[config.mk]
export PLATFORM = sky130hd
export DESIGN_NAME = svs_select_reg
export DESIGN_NICKNAME = d
export VERILOG_FILES = /design/src/svs_pkg.sv /design/src/svs_select_reg.sv /design/src/svs_parity.sv
export VERILOG_INCLUDE_DIRS = /design/src
export SDC_FILE = /design/constraint.sdc
export NUM_CORES = 1
export LEC_CHECK = 0
export BUFFER_PORTS_ARGS = -buffer_cell sky130_fd_sc_hd__buf_2
export CORE_ASPECT_RATIO = 0.75
export CORE_MARGIN = 5
export CORE_UTILIZATION = 41
export DETAILED_ROUTE_END_ITERATION = 12
export GPL_TIMING_DRIVEN = 1
export PLACE_DENSITY = 0.78
export SETUP_SLACK_MARGIN = 0.15
export SLEW_MARGIN = 20
export SYNTH_ARGS = -nofsm -noshare
export SYNTH_HDL_FRONTEND = slang
export SYNTH_SLANG_ARGS = --single-unit
[constraint.sdc]
create_clock -name clk -period 1.69 [get_ports clk]
set_clock_uncertainty 0.15 [all_clocks]
set_input_delay 0 -clock clk [delete_from_list [all_inputs] [get_ports clk]]
set_output_delay 0 -clock clk [all_outputs]
set_load 0.03 [all_outputs]
[src/svs_defines.svh]
// Offsets, field positions, reset value and codes of the verification select register.
`ifndef SVS_DEFINES_SVH
`define SVS_DEFINES_SVH
`define SVS_REG_OFFSET 5'h17
`define SVS_RESET_VALUE 16'h0001
`define SVS_SEL_MSB 7
`define SVS_SEL_LSB 4
`define SVS_LMI_BIT 1
`define SVS_PAR_BIT 0
`define SVS_CODE_NONE 4'h0
`define SVS_CODE_MAX 4'hA
`define SVS_NUM_CHECKS 10
`endif

[src/svs_pkg.sv]
// Types shared by the verification select register.
package svs_pkg;
	typedef logic [3:0] svs_code_t;
	typedef enum logic [1:0] {
		SVS_IDLE = 2'b00,
		SVS_ARMED = 2'b01
	} svs_state_e;
endpackage

[src/svs_select_reg.sv]
// Secondary verification select register with mode-gated check outputs.
`timescale 1ns/1ns
`include "svs_defines.svh"
// Function
// - Select field picks one secondary supervision self-test to activate.
// - Code zero activates no verification function.
// - Codes 1,2,3 select desaturation_check level 1, desaturation_check level 2, overcurrent level 1.
// - Codes 4 to 7 select supply 2 and 3 under/over-voltage checks.
// - Code 8 activates the timing check test.
// - Code 9 selects desaturation_check level 3, code A overcurrent level 3.
// - Selection applies only on entering verification mode.
// - Select field clears to zero on entering entry mode.
// - Bit 1 reports whether the previous message was discarded.
// - Bit 0 carries odd parity over the returned word.
module svs_select_reg
	import svs_pkg::*;
#(
	parameter int ADDR_W = 5,
	parameter int NUM_CHECKS = `SVS_NUM_CHECKS
) (
	input wire logic clk,
	input wire logic rst,
	input wire logic ce,
	input wire logic wr_en,
	input wire logic [ADDR_W-1:0] wr_addr,
	input wire logic [15:0] wr_data,
	input wire logic msg_done,
	input wire logic msg_discarded,
	input wire logic verification_operating_mode,
	input wire logic entry_operating_mode,
	output logic [15:0] rd_data,
	output logic [3:0] active_code,
	output logic [NUM_CHECKS-1:0] check_active
);
	svs_code_t sel_reg;
	svs_code_t sel_next;
	svs_code_t act_reg;
	svs_code_t act_next;
	logic lmi_reg;
	logic lmi_next;
	logic vmode_d_reg;
	logic vmode_d_next;
	logic emode_d_reg;
	logic emode_d_next;
	svs_state_e state_reg;
	svs_state_e state_next;
	logic [NUM_CHECKS-1:0] chk_reg;
	logic [NUM_CHECKS-1:0] chk_next;
	logic [14:0] body;
	logic par;

	function automatic logic code_hit(input svs_code_t c, input int idx);
		code_hit = (c == svs_code_t'(idx + 1));
	endfunction

	always_comb
	begin
		vmode_d_next = verification_operating_mode;
		emode_d_next = entry_operating_mode;
		sel_next = sel_reg;
		act_next = act_reg;
		state_next = state_reg;
		lmi_next = lmi_reg;
		if (msg_done)
			lmi_next = msg_discarded;
		if (wr_en && wr_addr == ADDR_W'(`SVS_REG_OFFSET))
			sel_next = wr_data[`SVS_SEL_MSB:`SVS_SEL_LSB];
		if (entry_operating_mode && !emode_d_reg)
			sel_next = `SVS_CODE_NONE;
		case (state_reg)
			SVS_IDLE:
			begin
				act_next = `SVS_CODE_NONE;
				if (verification_operating_mode && !vmode_d_reg)
				begin
					act_next = sel_reg;
					state_next = SVS_ARMED;
				end
			end
			SVS_ARMED:
			begin
				if (!verification_operating_mode)
				begin
					act_next = `SVS_CODE_NONE;
					state_next = SVS_IDLE;
				end
			end
			default:
			begin
				act_next = `SVS_CODE_NONE;
				state_next = SVS_IDLE;
			end
		endcase
	end

	genvar gi;
	generate
		for (gi = 0; gi < NUM_CHECKS; gi++)
		begin : g_chk
			// Codes 1..A map to one-hot index 0..9; zero or above A gives none.
			always_comb
			begin
				chk_next[gi] = code_hit(act_next, gi);
			end
		end
	endgenerate

	always_ff @(posedge clk)
	begin
		if (rst)
		begin
			sel_reg <= `SVS_CODE_NONE;
			act_reg <= `SVS_CODE_NONE;
			lmi_reg <= 1'b0;
			vmode_d_reg <= 1'b0;
			emode_d_reg <= 1'b0;
			state_reg <= SVS_IDLE;
			chk_reg <= '0;
		end
		else if (ce)
		begin
			sel_reg <= sel_next;
			act_reg <= act_next;
			lmi_reg <= lmi_next;
			vmode_d_reg <= vmode_d_next;
			emode_d_reg <= emode_d_next;
			state_reg <= state_next;
			chk_reg <= chk_next;
		end
	end

	always_comb
	begin
		body = 15'h0000;
		body[`SVS_SEL_MSB-1:`SVS_SEL_LSB-1] = sel_next;
		body[`SVS_LMI_BIT-1] = lmi_next;
	end

	svs_parity #(
		.WIDTH(15)
	) u_parity (
		.clk(clk),
		.rst(rst),
		.ce(ce),
		.data(body),
		.par(par)
	);

	logic [14:0] body_reg;
	always_ff @(posedge clk)
	begin
		if (rst)
			body_reg <= 15'h0000;
		else if (ce)
			body_reg <= body;
	end

	assign rd_data = {body_reg, par};
	assign active_code = act_reg;
	assign check_active = chk_reg;
endmodule

[src/svs_parity.sv]
// Odd parity generator for a returned register word.
`timescale 1ns/1ns
module svs_parity #(
	parameter int WIDTH = 15
) (
	input wire logic clk,
	input wire logic rst,
	input wire logic ce,
	input wire logic [WIDTH-1:0] data,
	output logic par
);
	logic par_reg;
	logic par_next;

	always_comb
	begin
		par_next = ~(^data);
	end

	always_ff @(posedge clk)
	begin
		if (rst)
			par_reg <= 1'b1;
		else if (ce)
			par_reg <= par_next;
	end

	assign par = par_reg;
endmodule

Word-level counts from Yosys, hierarchy flattened
Cells that the tools add are included.
{"block": "word_totals", "input_bits": 29, "wordCells": 41, "out_inout_bits": 30, "register_bits": 29}
{"block": "classes", "n_eq_ne": 14, "n_mux": 9, "bitwise_logic": 1, "n_reduce_logical": 8}
{"op": "$eq 4x3->1 const B", "n": 4}
{"op": "$mux 4", "n": 4}
{"op": "$reduce_xor 15->1", "n": 1}
{"op": "$eq 4x4->1 const B", "n": 3}
{"op": "$eq 4x2->1 const B", "n": 2}
{"op": "$pmux 4 s2", "n": 1}
{"op": "$eq 5x5->1 const B", "n": 1}
{"op": "$eq 4x1->1 const B", "n": 1}
{"op": "$mux 2", "n": 2}
{"op": "$ne 2x2->1 const B", "n": 2}
{"op": "$pmux 2 s2", "n": 1}
{"op": "$logic_and 1x1->1", "n": 3}
{"op": "$reduce_and 3->1", "n": 1}
{"op": "$eq 2x1->1 const B", "n": 1}
{"op": "$logic_not 1->1", "n": 2}
{"op": "$logic_not 2->1", "n": 1}
{"op": "$mux 1", "n": 1}
{"op": "$not 1->1", "n": 1}

Depth between registers and ports, before layout
Gate-level depths: netlist of the first run.
{"block": "logic_depth", "word_depth": 6, "mapped_depth": 6, "depth_no_buf": 5}

Hierarchy
A second synthesis of the first run with hierarchy kept.
{"block": "hier_totals", "cells_unflattened": 149, "area_unflattened_um2": 1336.3}
{"mod": "svs_select_reg", "cells_per_inst": 134, "area_each_um2": 1164.9, "seq_area_each_um2": 440.4, "n_inst": 1}
{"mod": "svs_parity", "cells_per_inst": 15, "area_each_um2": 171.4, "seq_area_each_um2": 20.0, "n_inst": 1}

Least setup slack after synthesis of the first run
No wires, ideal clock.
{"block": "synth_timing", "path_kind": "flip-flop to flip-flop", "start": "register sel_reg[3]", "end": "register chk_reg[7], in the netlist check_active[7]", "t_arrival_ns": 1.677, "path_buffers": 0, "synth_period_minus_slack_ns": 1.894, "setup_ns": 0.067, "path_slack_ns": -0.204, "required_ns": 1.473, "path_stages_with_launch": 6, "path_cell_list": "dfxtp_1 or3b_4 a21oi_4 nand2b_2 or3_1 a21oi_2"}
{"block": "synth_between", "elab_chain_len": 3}
{"element": "start: declaration", "line": "svs_select_reg.sv:35", "text": "svs_code_t sel_reg;"}
{"element": "start signal: assignment", "line": "svs_select_reg.sv:112", "text": "sel_reg <= `SVS_CODE_NONE;"}
{"element": "start signal: assignment", "line": "svs_select_reg.sv:122", "text": "sel_reg <= sel_next;"}
{"element": "$mux 4", "line": "svs_select_reg.sv:74", "text": "if (verification_operating_mode && !vmode_d_reg)"}
{"element": "$pmux 4 s2", "line": "svs_select_reg.sv:70", "text": "case (state_reg)"}
{"element": "$eq 4x4->1", "line": "svs_select_reg.sv:53", "text": "code_hit = (c == svs_code_t'(idx + 1));"}
{"element": "end signal: assignment", "line": "svs_select_reg.sv:128", "text": "chk_reg <= chk_next;"}
{"element": "end: declaration", "line": "svs_select_reg.sv:47", "text": "logic [NUM_CHECKS-1:0] chk_reg;"}
No other way between the ends.
A chain may end at the register's enable or synchronous reset.

Worst setup path in the final report of the first run
{"block": "layout_timing", "start": "register sel_reg[1]", "end": "register chk_reg[1], in the netlist check_active[1]"}
{"block": "layout_between", "elab_chain_len": 3}
{"element": "$mux 4", "line": "svs_select_reg.sv:74"}
{"element": "$pmux 4 s2", "line": "svs_select_reg.sv:70"}
{"element": "$eq 4x2->1", "line": "svs_select_reg.sv:53"}
No other way between the ends.

==> flow_summary.yaml, run 1 <==
outcome:
  status: "finished with violations"
  violations: "negative setup slack"
synthesis:
  synth_cell_type_count: 37
  synth_area_um2: 1200
  synth_common_cells: "dfxtp_1, nor2_1, buf_4"
  synth_seq_cells: 23
  synth_edf_count: 0
  yosysTopAreaCellShare_pct: 38.3
  synth-async-reset-ratio_pct: 0
  synthXorXnorAreaFrac_pct: 2.92
  synth-simple-area-share_pct: 23.1
  synth_area_leaders: "dfxtp_1, buf_4, nor2_1, mux2i_1, a22oi_1"
  synthMuxAreaShare_pct: 5.83
  syn_inst: 136
  ys.flop_type: "dfxtp_1"
  synth_most_common_cell: "dfxtp_1"
  synthAdderAreaFrac_pct: 0
  synth.avg_cell_area_um2: 8.83
  yosys.area.top_type: "dfxtp_1"
  synth_top_family_by_area: "simple AND/OR/NAND/NOR gates"
  yosysWarningCount: 0
  synth-compound-area-share_pct: 18.2
  seq_area_frac_synth_pct: 38.3
sta:
  clock.fmax_mhz: 588
  rsz0062_at_grt: "true"
  tns_ns: -0.0148
  setup_viol: 3
  setup_ws_ns: -0.0110
  hold_viol: 0
  maxSlewHeadroom_pct: 63.8
  worstMarginPinSlew_ns: 0.537
  layout_min_cycle_time_ns: 1.70
  fin_crit_sh_pct: 101
  drv_slew: 0
detailed_routing:
  ant_nets: 0
  dr_wl_met2_mm: 1.56
  route.vias.total: 1127
  routed_via_density: 4.96
  drtIter0Drc: 109
  wl_met3_um: 266
  drt_wl_total_mm: 3.23
  dr.max_layer_used: "met4"
  drc: 0
  wire_per_inst_um: 14.2
  first_pass_iters: 4
  drt-met1-wl_mm: 1.39
worst_setup_path:
  startpoint_type: "flop"
  crit_path_end_kind: "flop"
  cp_data_arrival_time_ns: 1.75
  crit_path_max_fanout: 4
  worstPathRequired_ns: 1.74
  critPathKind: "flop to flop"
floorplan:
  die_area_um2: 4120
  dieHeight_um: 56.9
  die_x_um: 72.5
  core_um2: 2870
  fp-row-count: 17
  ios: 59
  initial_core_util_pct: 41.8
finish:
  area_growth_pct: 40.5
  utilization_pct: 58.8
  fin_cells: 227
  diodes: 0
  largest_register_ffs: 10
  nNetsFinal: 219
  drive_gt1_share_pct: 46.0
run:
  cap_violations: 0
global_route:
  antenna_found_initial: 0
  grt_overflow_total: 0
  grt_pass1_wl_mm: 4.77
  grt_pass1_vias: 1019
  grtUsageTotal_pct: 14.7
  grt_max_degree: 24
clock_network:
  clock_latency_ns: 0.26
  clk_path_buf_depth: 2
  cts_sinks: 23
  cts_tree: "built"
  root_buffer: "clkbuf_8"
  clk_pin_slew_worst_paths_ns: 0.08
  htreeDepth: 1
  cts_buffers: 3
pwr:
  leakage_nw: 0.724
  power_per_cell_area_nw_per_um2: 634
  ir_drop_mv: 0.429
placement:
  place.gp.congestion: 0.789
  dpl.hpwl_mm: 2.00
  io_buffers: 36
  place_inst: 210
min_path:
  hold_path.class: "primary input to flop"
## timing repair
action	4_1_cts	5_1_grt
gates cloned	0	0
pin swaps	10	3
hold endpoints to repair	12	0
hold buffers	8	0
resized for setup	13	13
setup buffers	4	1
setup endpoints to repair	11	18
## final timing paths
check | startpoint | end | slack [ns] | cells after the start
worst max-delay path | sel_reg[1] | check_active[1] | -0.01 | 5
worst min-delay path | verification_operating_mode | active_code[0] | 0.009 | 4
worst max register to register | sel_reg[1] | check_active[1] | -0.01 | 5
worst min register to register | check_active[1] | check_active[1] | 0.32 | 2
## per-stage QoR
step	cell area (um^2)	setup slack, ns	power (mW)	hold WS (ns)
floorplan	1250	-0.0229	0.693	-0.0772
global placement	1420	0.0315	0.712	0.112
detailed placement	1420	0.0137	0.714	0.120
CTS	1620	-0.0149	1.08	0.0302
global route	1690	-0.0716	1.12	0.0293
finish	1690	-0.0110	1.07	0.00942
## per-layer routing
metal | up-vias | track usage, %
li1 | 554 | -
met1 | 532 | 19.7
met2 | 39 | 23.3
met3 | 2 | 4.65
met4 | 0 | 2.37
met5 | - | 0
## worst max-delay path, cell delays in order (launching register included)
cell	delay [ns]
dfxtp_2	0.38
or3b_4	0.41
a21oi_2	0.25
nand3_2	0.16
nand2b_1	0.17
a21oi_1	0.11
## cell type report
class | count | area (um^2)
repair buffers | 58 | 375
inverters | 4 | 15.0
well taps | 38 | 47.5
fillers | 258 | 1180
flip-flops and latches | 23 | 477
clock inverters | 1 | 5.00
clock buffers | 3 | 41.3
multi-input cells | 100 | 727
## cell usage in the layout (no fill, tap or decap), types with 2 or more instances in the layout
cell type / instances
mux2i_1: 7
nor2b_4: 2
dfxtp_2: 4
a211oi_1: 3
dfxtp_1: 16
inv_1: 4
nor2_1: 18
dfxtp_4: 3
clkbuf_8: 3
conb_1: 10
buf_2: 35
a21oi_2: 3
a21oi_1: 5
o211ai_1: 2
buf_4: 12
a22oi_1: 8
or3b_4: 3
buf_6: 2
xnor2_1: 3
nand2_1: 8
a21oi_4: 2
nand2b_1: 3
dlygate4sd3_1: 8
## cell families (layout without fill, tap and decap cells)
logic type / count (synthesis) / after routing
AOI/OAI and AO/OA: 30 / 30
buffers and inverters: 22 / 66
DFF: 23 / 23
other: 1 / 10
muxes: 7 / 7
xor gates and xnor gates: 4 / 4
and+or+nand+nor: 49 / 49
## where the power goes
part           total (mW)  internal (mW)  switching, mW
Clock               0.338          0.165          0.173
Combinational       0.174         0.0687          0.106
Sequential          0.558          0.548        0.00959
Note: power is estimated with default switching activity, not from simulation.
==> run 2: changes to the inputs <==
--- a/config.mk
+++ b/config.mk
@@ -9,10 +9,10 @@
 export BUFFER_PORTS_ARGS = -buffer_cell sky130_fd_sc_hd__buf_2
 export CORE_ASPECT_RATIO = 0.75
 export CORE_MARGIN = 5
-export CORE_UTILIZATION = 41
+export CORE_UTILIZATION = 25
 export DETAILED_ROUTE_END_ITERATION = 12
 export GPL_TIMING_DRIVEN = 1
-export PLACE_DENSITY = 0.78
+export PLACE_DENSITY = 0.54
 export SETUP_SLACK_MARGIN = 0.15
 export SLEW_MARGIN = 20
 export SYNTH_ARGS = -nofsm -noshare
==> flow_summary.yaml, run 2 (synthesized netlist as in run 1, its figures left out) <==
sta:
  drv_slew: 0
  setup_viol: 0
  layout_min_cycle_time_ns: 1.67
  rsz0062_at_grt: "true"
  fin_hold_ws_ns: 0.000442
  fin_crit_sh_pct: 99.0
  hold_viol: 0
  clock.fmax_mhz: 598
clock_network:
  htreeDepth: 1
  cts_buffers: 3
  clk_pin_slew_worst_paths_ns: 0.08
  cts_sinks: 23
  clock_latency_ns: 0.26
  root_buffer: "clkbuf_8"
  clk_path_buf_depth: 2
  cts_tree: "built"
pwr:
  p_comb_share_pct: 15.5
  p_int_uw: 782
  power_per_cell_area_nw_per_um2: 654
  leakage_nw: 0.693
  finalPower_mw: 1.06
  pwr-share-clk_pct: 31.9
  switching_share_pct: 26.3
  ir_drop_mv: 0.264
  p_switching_uw: 280
  seqPwrFrac_pct: 52.6
floorplan:
  die_area_um2: 6310
  ios: 59
  fp-row-count: 21
  core_um2: 4550
  dieHeight_um: 70.0
  initial_core_util_pct: 26.4
  die_x_um: 90.0
global_route:
  grt_pass1_vias: 1082
  grtUsageTotal_pct: 9.88
  grt_overflow_total: 0
  antenna_found_initial: 0
  grt_pass1_wl_mm: 5.22
  grt_max_degree: 24
finish:
  final_common_cell: "buf_2"
  diodes: 0
  multi_input_area_um2: 673
  nFillCells: 476
  regArea_um2: 473
  area_growth_pct: 35.1
  largest_register_ffs: 10
  utilization_pct: 35.7
  drive_gt1_share_pct: 40.6
  final_cell_mix: "buf_2, nor2_1, dfxtp_1"
  nNetsFinal: 217
worst_setup_path:
  critPathKind: "flop to flop"
  reg2reg_from: "emode_d_reg"
  worstPathRequired_ns: 1.73
  crit_path_end_kind: "flop"
  r2r_cells: 5
  cp-startpoint: "emode_d_reg"
  rrSetupSlack_ns: 0.02
  crit_path_end: "u_parity.par"
  cp_data_arrival_time_ns: 1.72
  r2r_end: "u_parity.par"
  crit_path_max_fanout: 2
  startpoint_type: "flop"
detailed_routing:
  first_pass_iters: 4
  drc: 0
  wire_per_inst_um: 12.1
  drt_wl_total_mm: 2.95
  routed_via_density: 4.29
  drtIter0Drc: 46
  route.vias.total: 1047
  ant_nets: 0
run:
  cap_violations: 0
placement:
  io_buffers: 36
  dpl.hpwl_mm: 2.23
  place.gp.congestion: 0.783
outcome:
  status: "complete, no violations"
min_path:
  hold_path.class: "primary input to flop"
[run 2: changes by cell type in the layout (fill, tap and decap cells not counted), moves of 2 or more]
| cell | change |
|---|---|
| buf_6 | -2 |
| dlygate4sd3_1 | -2 |
| or3b_4 | -2 |
| nor2_1 | +2 |
| or3b_1 | +2 |
| buf_4 | +2 |
[run 2: critical path: stages (launching register included)]
cell      delay (ns)
dfxtp_2         0.36
nor2b_4         0.04
or4b_4          0.51
and3_4          0.20
or2_0           0.19
o211ai_1        0.15
[run 2: per-layer routing]
layer	vias up	global-route usage (%)	wire, um
met5	-	0	0
met1	460	13.7	1550
met4	0	1.98	20
met2	26	14.6	1200
met3	5	3.65	180
li1	556	-	-
[run 2: final cells by class]
class | instances | share of cell area, %
Timing Repair Buffer | 56 | 21.3
Multi-Input combinational cell | 100 | 41.5
Sequential cell | 23 | 29.1
Inverter | 4 | 0.925
Clock buffer | 4 | 2.78
Tap cell | 57 | 4.39
[run 2: timing repair]
action / in CTS / in global routing
pin swaps: 2 / 4
hold buffers: 6 / 0
gates resized for setup: 4 / 5
buffers inserted: 2 / 0
hold endpoints to repair: 6 / 0
endpoints found under the setup margin: 12 / 14
[run 2: stage by stage]
step	worst slack, ns	area (um^2)	TNS (ns)	instances
CTS	0.00140	1600	0	244
detailed placement	-0.0265	1470	-0.0265	232
global route	-0.0941	1620	-0.682	244
floorplan	-0.0229	1250	-0.0229	145
global placement	-0.0242	1470	-0.0242	232
finish	0.0168	1620	0	244
[run 2: worst min path at each step]
stage                       to  depth (start not counted)  startpoint
2_1_floorplan      body_reg[0]                          1         rst
3_3_place_gp        sel_reg[0]                          3  wr_data[4]
3_5_place_dp        sel_reg[0]                          3  wr_data[4]
4_1_cts        check_active[4]                          2         rst
5_1_grt             sel_reg[2]                          2         rst
6_report       check_active[4]                          2         rst
[run 2: power groups by stage]
stage                     Sequential (mW)  Clock [mW]  Combinational (mW)
after floorplan                     0.570           0               0.123
after global placement              0.571           0               0.146
after detailed placement            0.571           0               0.146
after CTS                           0.558       0.356               0.164
after global routing                0.561       0.375               0.182
final                               0.558       0.338               0.165
==> run 3: changes to the inputs <==
--- a/config.mk
+++ b/config.mk
@@ -8,7 +8,7 @@
 export LEC_CHECK = 0
 export BUFFER_PORTS_ARGS = -buffer_cell sky130_fd_sc_hd__buf_2
 export CORE_ASPECT_RATIO = 0.75
-export CORE_MARGIN = 5
+export CORE_MARGIN = 2
 export CORE_UTILIZATION = 25
 export DETAILED_ROUTE_END_ITERATION = 12
 export GPL_TIMING_DRIVEN = 1
==> flow_summary.yaml, run 3 (synthesized netlist as in run 1, its figures left out) <==
clock_network:
  clk_path_buf_depth: 2
  cts_tree: "built"
  cts_buffers: 3
  clk_pin_slew_worst_paths_ns: 0.08
  cts_sinks: 23
  htreeDepth: 1
  clock_latency_ns: 0.26
  root_buffer: "clkbuf_8"
detailed_routing:
  routed_via_density: 4.40
  drtIter0Drc: 44
  ant_nets: 0
  drt_wl_total_mm: 2.86
  route.vias.total: 1082
  wire_per_inst_um: 11.6
  drc: 0
  first_pass_iters: 4
finish:
  utilization_pct: 36.3
  final_common_cell: "buf_2"
  final_cell_area_um2: 1650
  drive_gt1_share_pct: 40.2
  area_growth_pct: 37.2
  final_cell_mix: "buf_2, nor2_1, dfxtp_1"
  fin_cells: 246
  diodes: 0
  largest_register_ffs: 10
  nNetsFinal: 219
worst_setup_path:
  worstPathRequired_ns: 1.73
  crit_path_max_fanout: 2
  r2r_cells: 5
  cp_data_arrival_time_ns: 1.72
  crit_path_end_kind: "flop"
  startpoint_type: "flop"
  critPathKind: "flop to flop"
placement:
  place_inst: 232
  io_buffers: 36
  place_ws_ns: 0.0134
  dpl.hpwl_mm: 2.13
  place.gp.congestion: 0.761
  dpl-instance-area_um2: 1470
min_path:
  hold_path.class: "primary input to flop"
  whs_path_depth: 2
floorplan:
  die_area_um2: 5380
  ios: 59
  core_um2: 4550
  dieHeight_um: 64.0
  fp-row-count: 21
  initial_core_util_pct: 26.4
  die_x_um: 84.0
global_route:
  grt_max_degree: 24
  use_met2_pct: 15.7
  grt_pass1_wl_mm: 4.95
  grtUsageMet3_pct: 4.13
  grtUsageTotal_pct: 11.2
  top_usage_layer: "met1"
  antenna_found_initial: 0
  use_met1_pct: 16.8
  grt_overflow_total: 0
  grt_pass1_vias: 1023
sta:
  rsz0062_at_grt: "true"
  layout_min_cycle_time_ns: 1.68
  fin_crit_sh_pct: 99.7
  setup_viol: 0
  clock.fmax_mhz: 594
  drv_slew: 0
  hold_viol: 0
  setup_ws_ns: 0.00551
  fin_hold_ws_ns: 0.00473
  tns_ns: 0
pwr:
  finalPower_mw: 1.07
  power_per_cell_area_nw_per_um2: 648
  ir_drop_mv: 0.320
  leakage_nw: 0.704
outcome:
  status: "complete, no violations"
run:
  cap_violations: 0
## run 3: per-layer routing
layer	vias up	part of all wire, %
met5	-	0
met4	0	0.28
met3	2	6.2
met2	33	41
met1	490	53
li1	557	-
## run 3: path summary, 6_finish.rpt
kind	start	end	slack [ns]
max	emode_d_reg	u_parity.par	0.006
min reg2reg	check_active[8]	check_active[8]	0.32
min	rst	sel_reg[3]	0.005
max reg2reg	emode_d_reg	u_parity.par	0.006
## run 3: critical path, stage by stage, from the launching register on
cell and delay (ns):
dfxtp_2 0.36, nor2b_4 0.04, or4b_4 0.51, and3_4 0.20, or2_0 0.19, o211ai_1 0.16
## run 3: cell type report
class | instances | area [um^2]
Tap cell | 57 | 71.3
Multi-Input combinational cell | 100 | 673
Timing Repair Buffer | 58 | 369
Inverter | 4 | 15.0
Fill cell | 490 | 2900
Clock buffer | 4 | 45.0
Sequential cell | 23 | 474
## run 3: power breakdown
group | leakage (nW) | switching, mW | total (mW) | internal [mW]
Clock | 0.0228 | 0.173 | 0.341 | 0.168
Combinational | 0.491 | 0.101 | 0.168 | 0.0668
Sequential | 0.190 | 0.00972 | 0.559 | 0.549
## run 3: what timing repair did
action	4_1_cts	5_1_grt
setup buffers	2	0
resized for setup	6	6
endpoints found under the hold margin	8	0
pin swaps	2	1
setup endpoints to repair	12	15
hold buffers	8	0
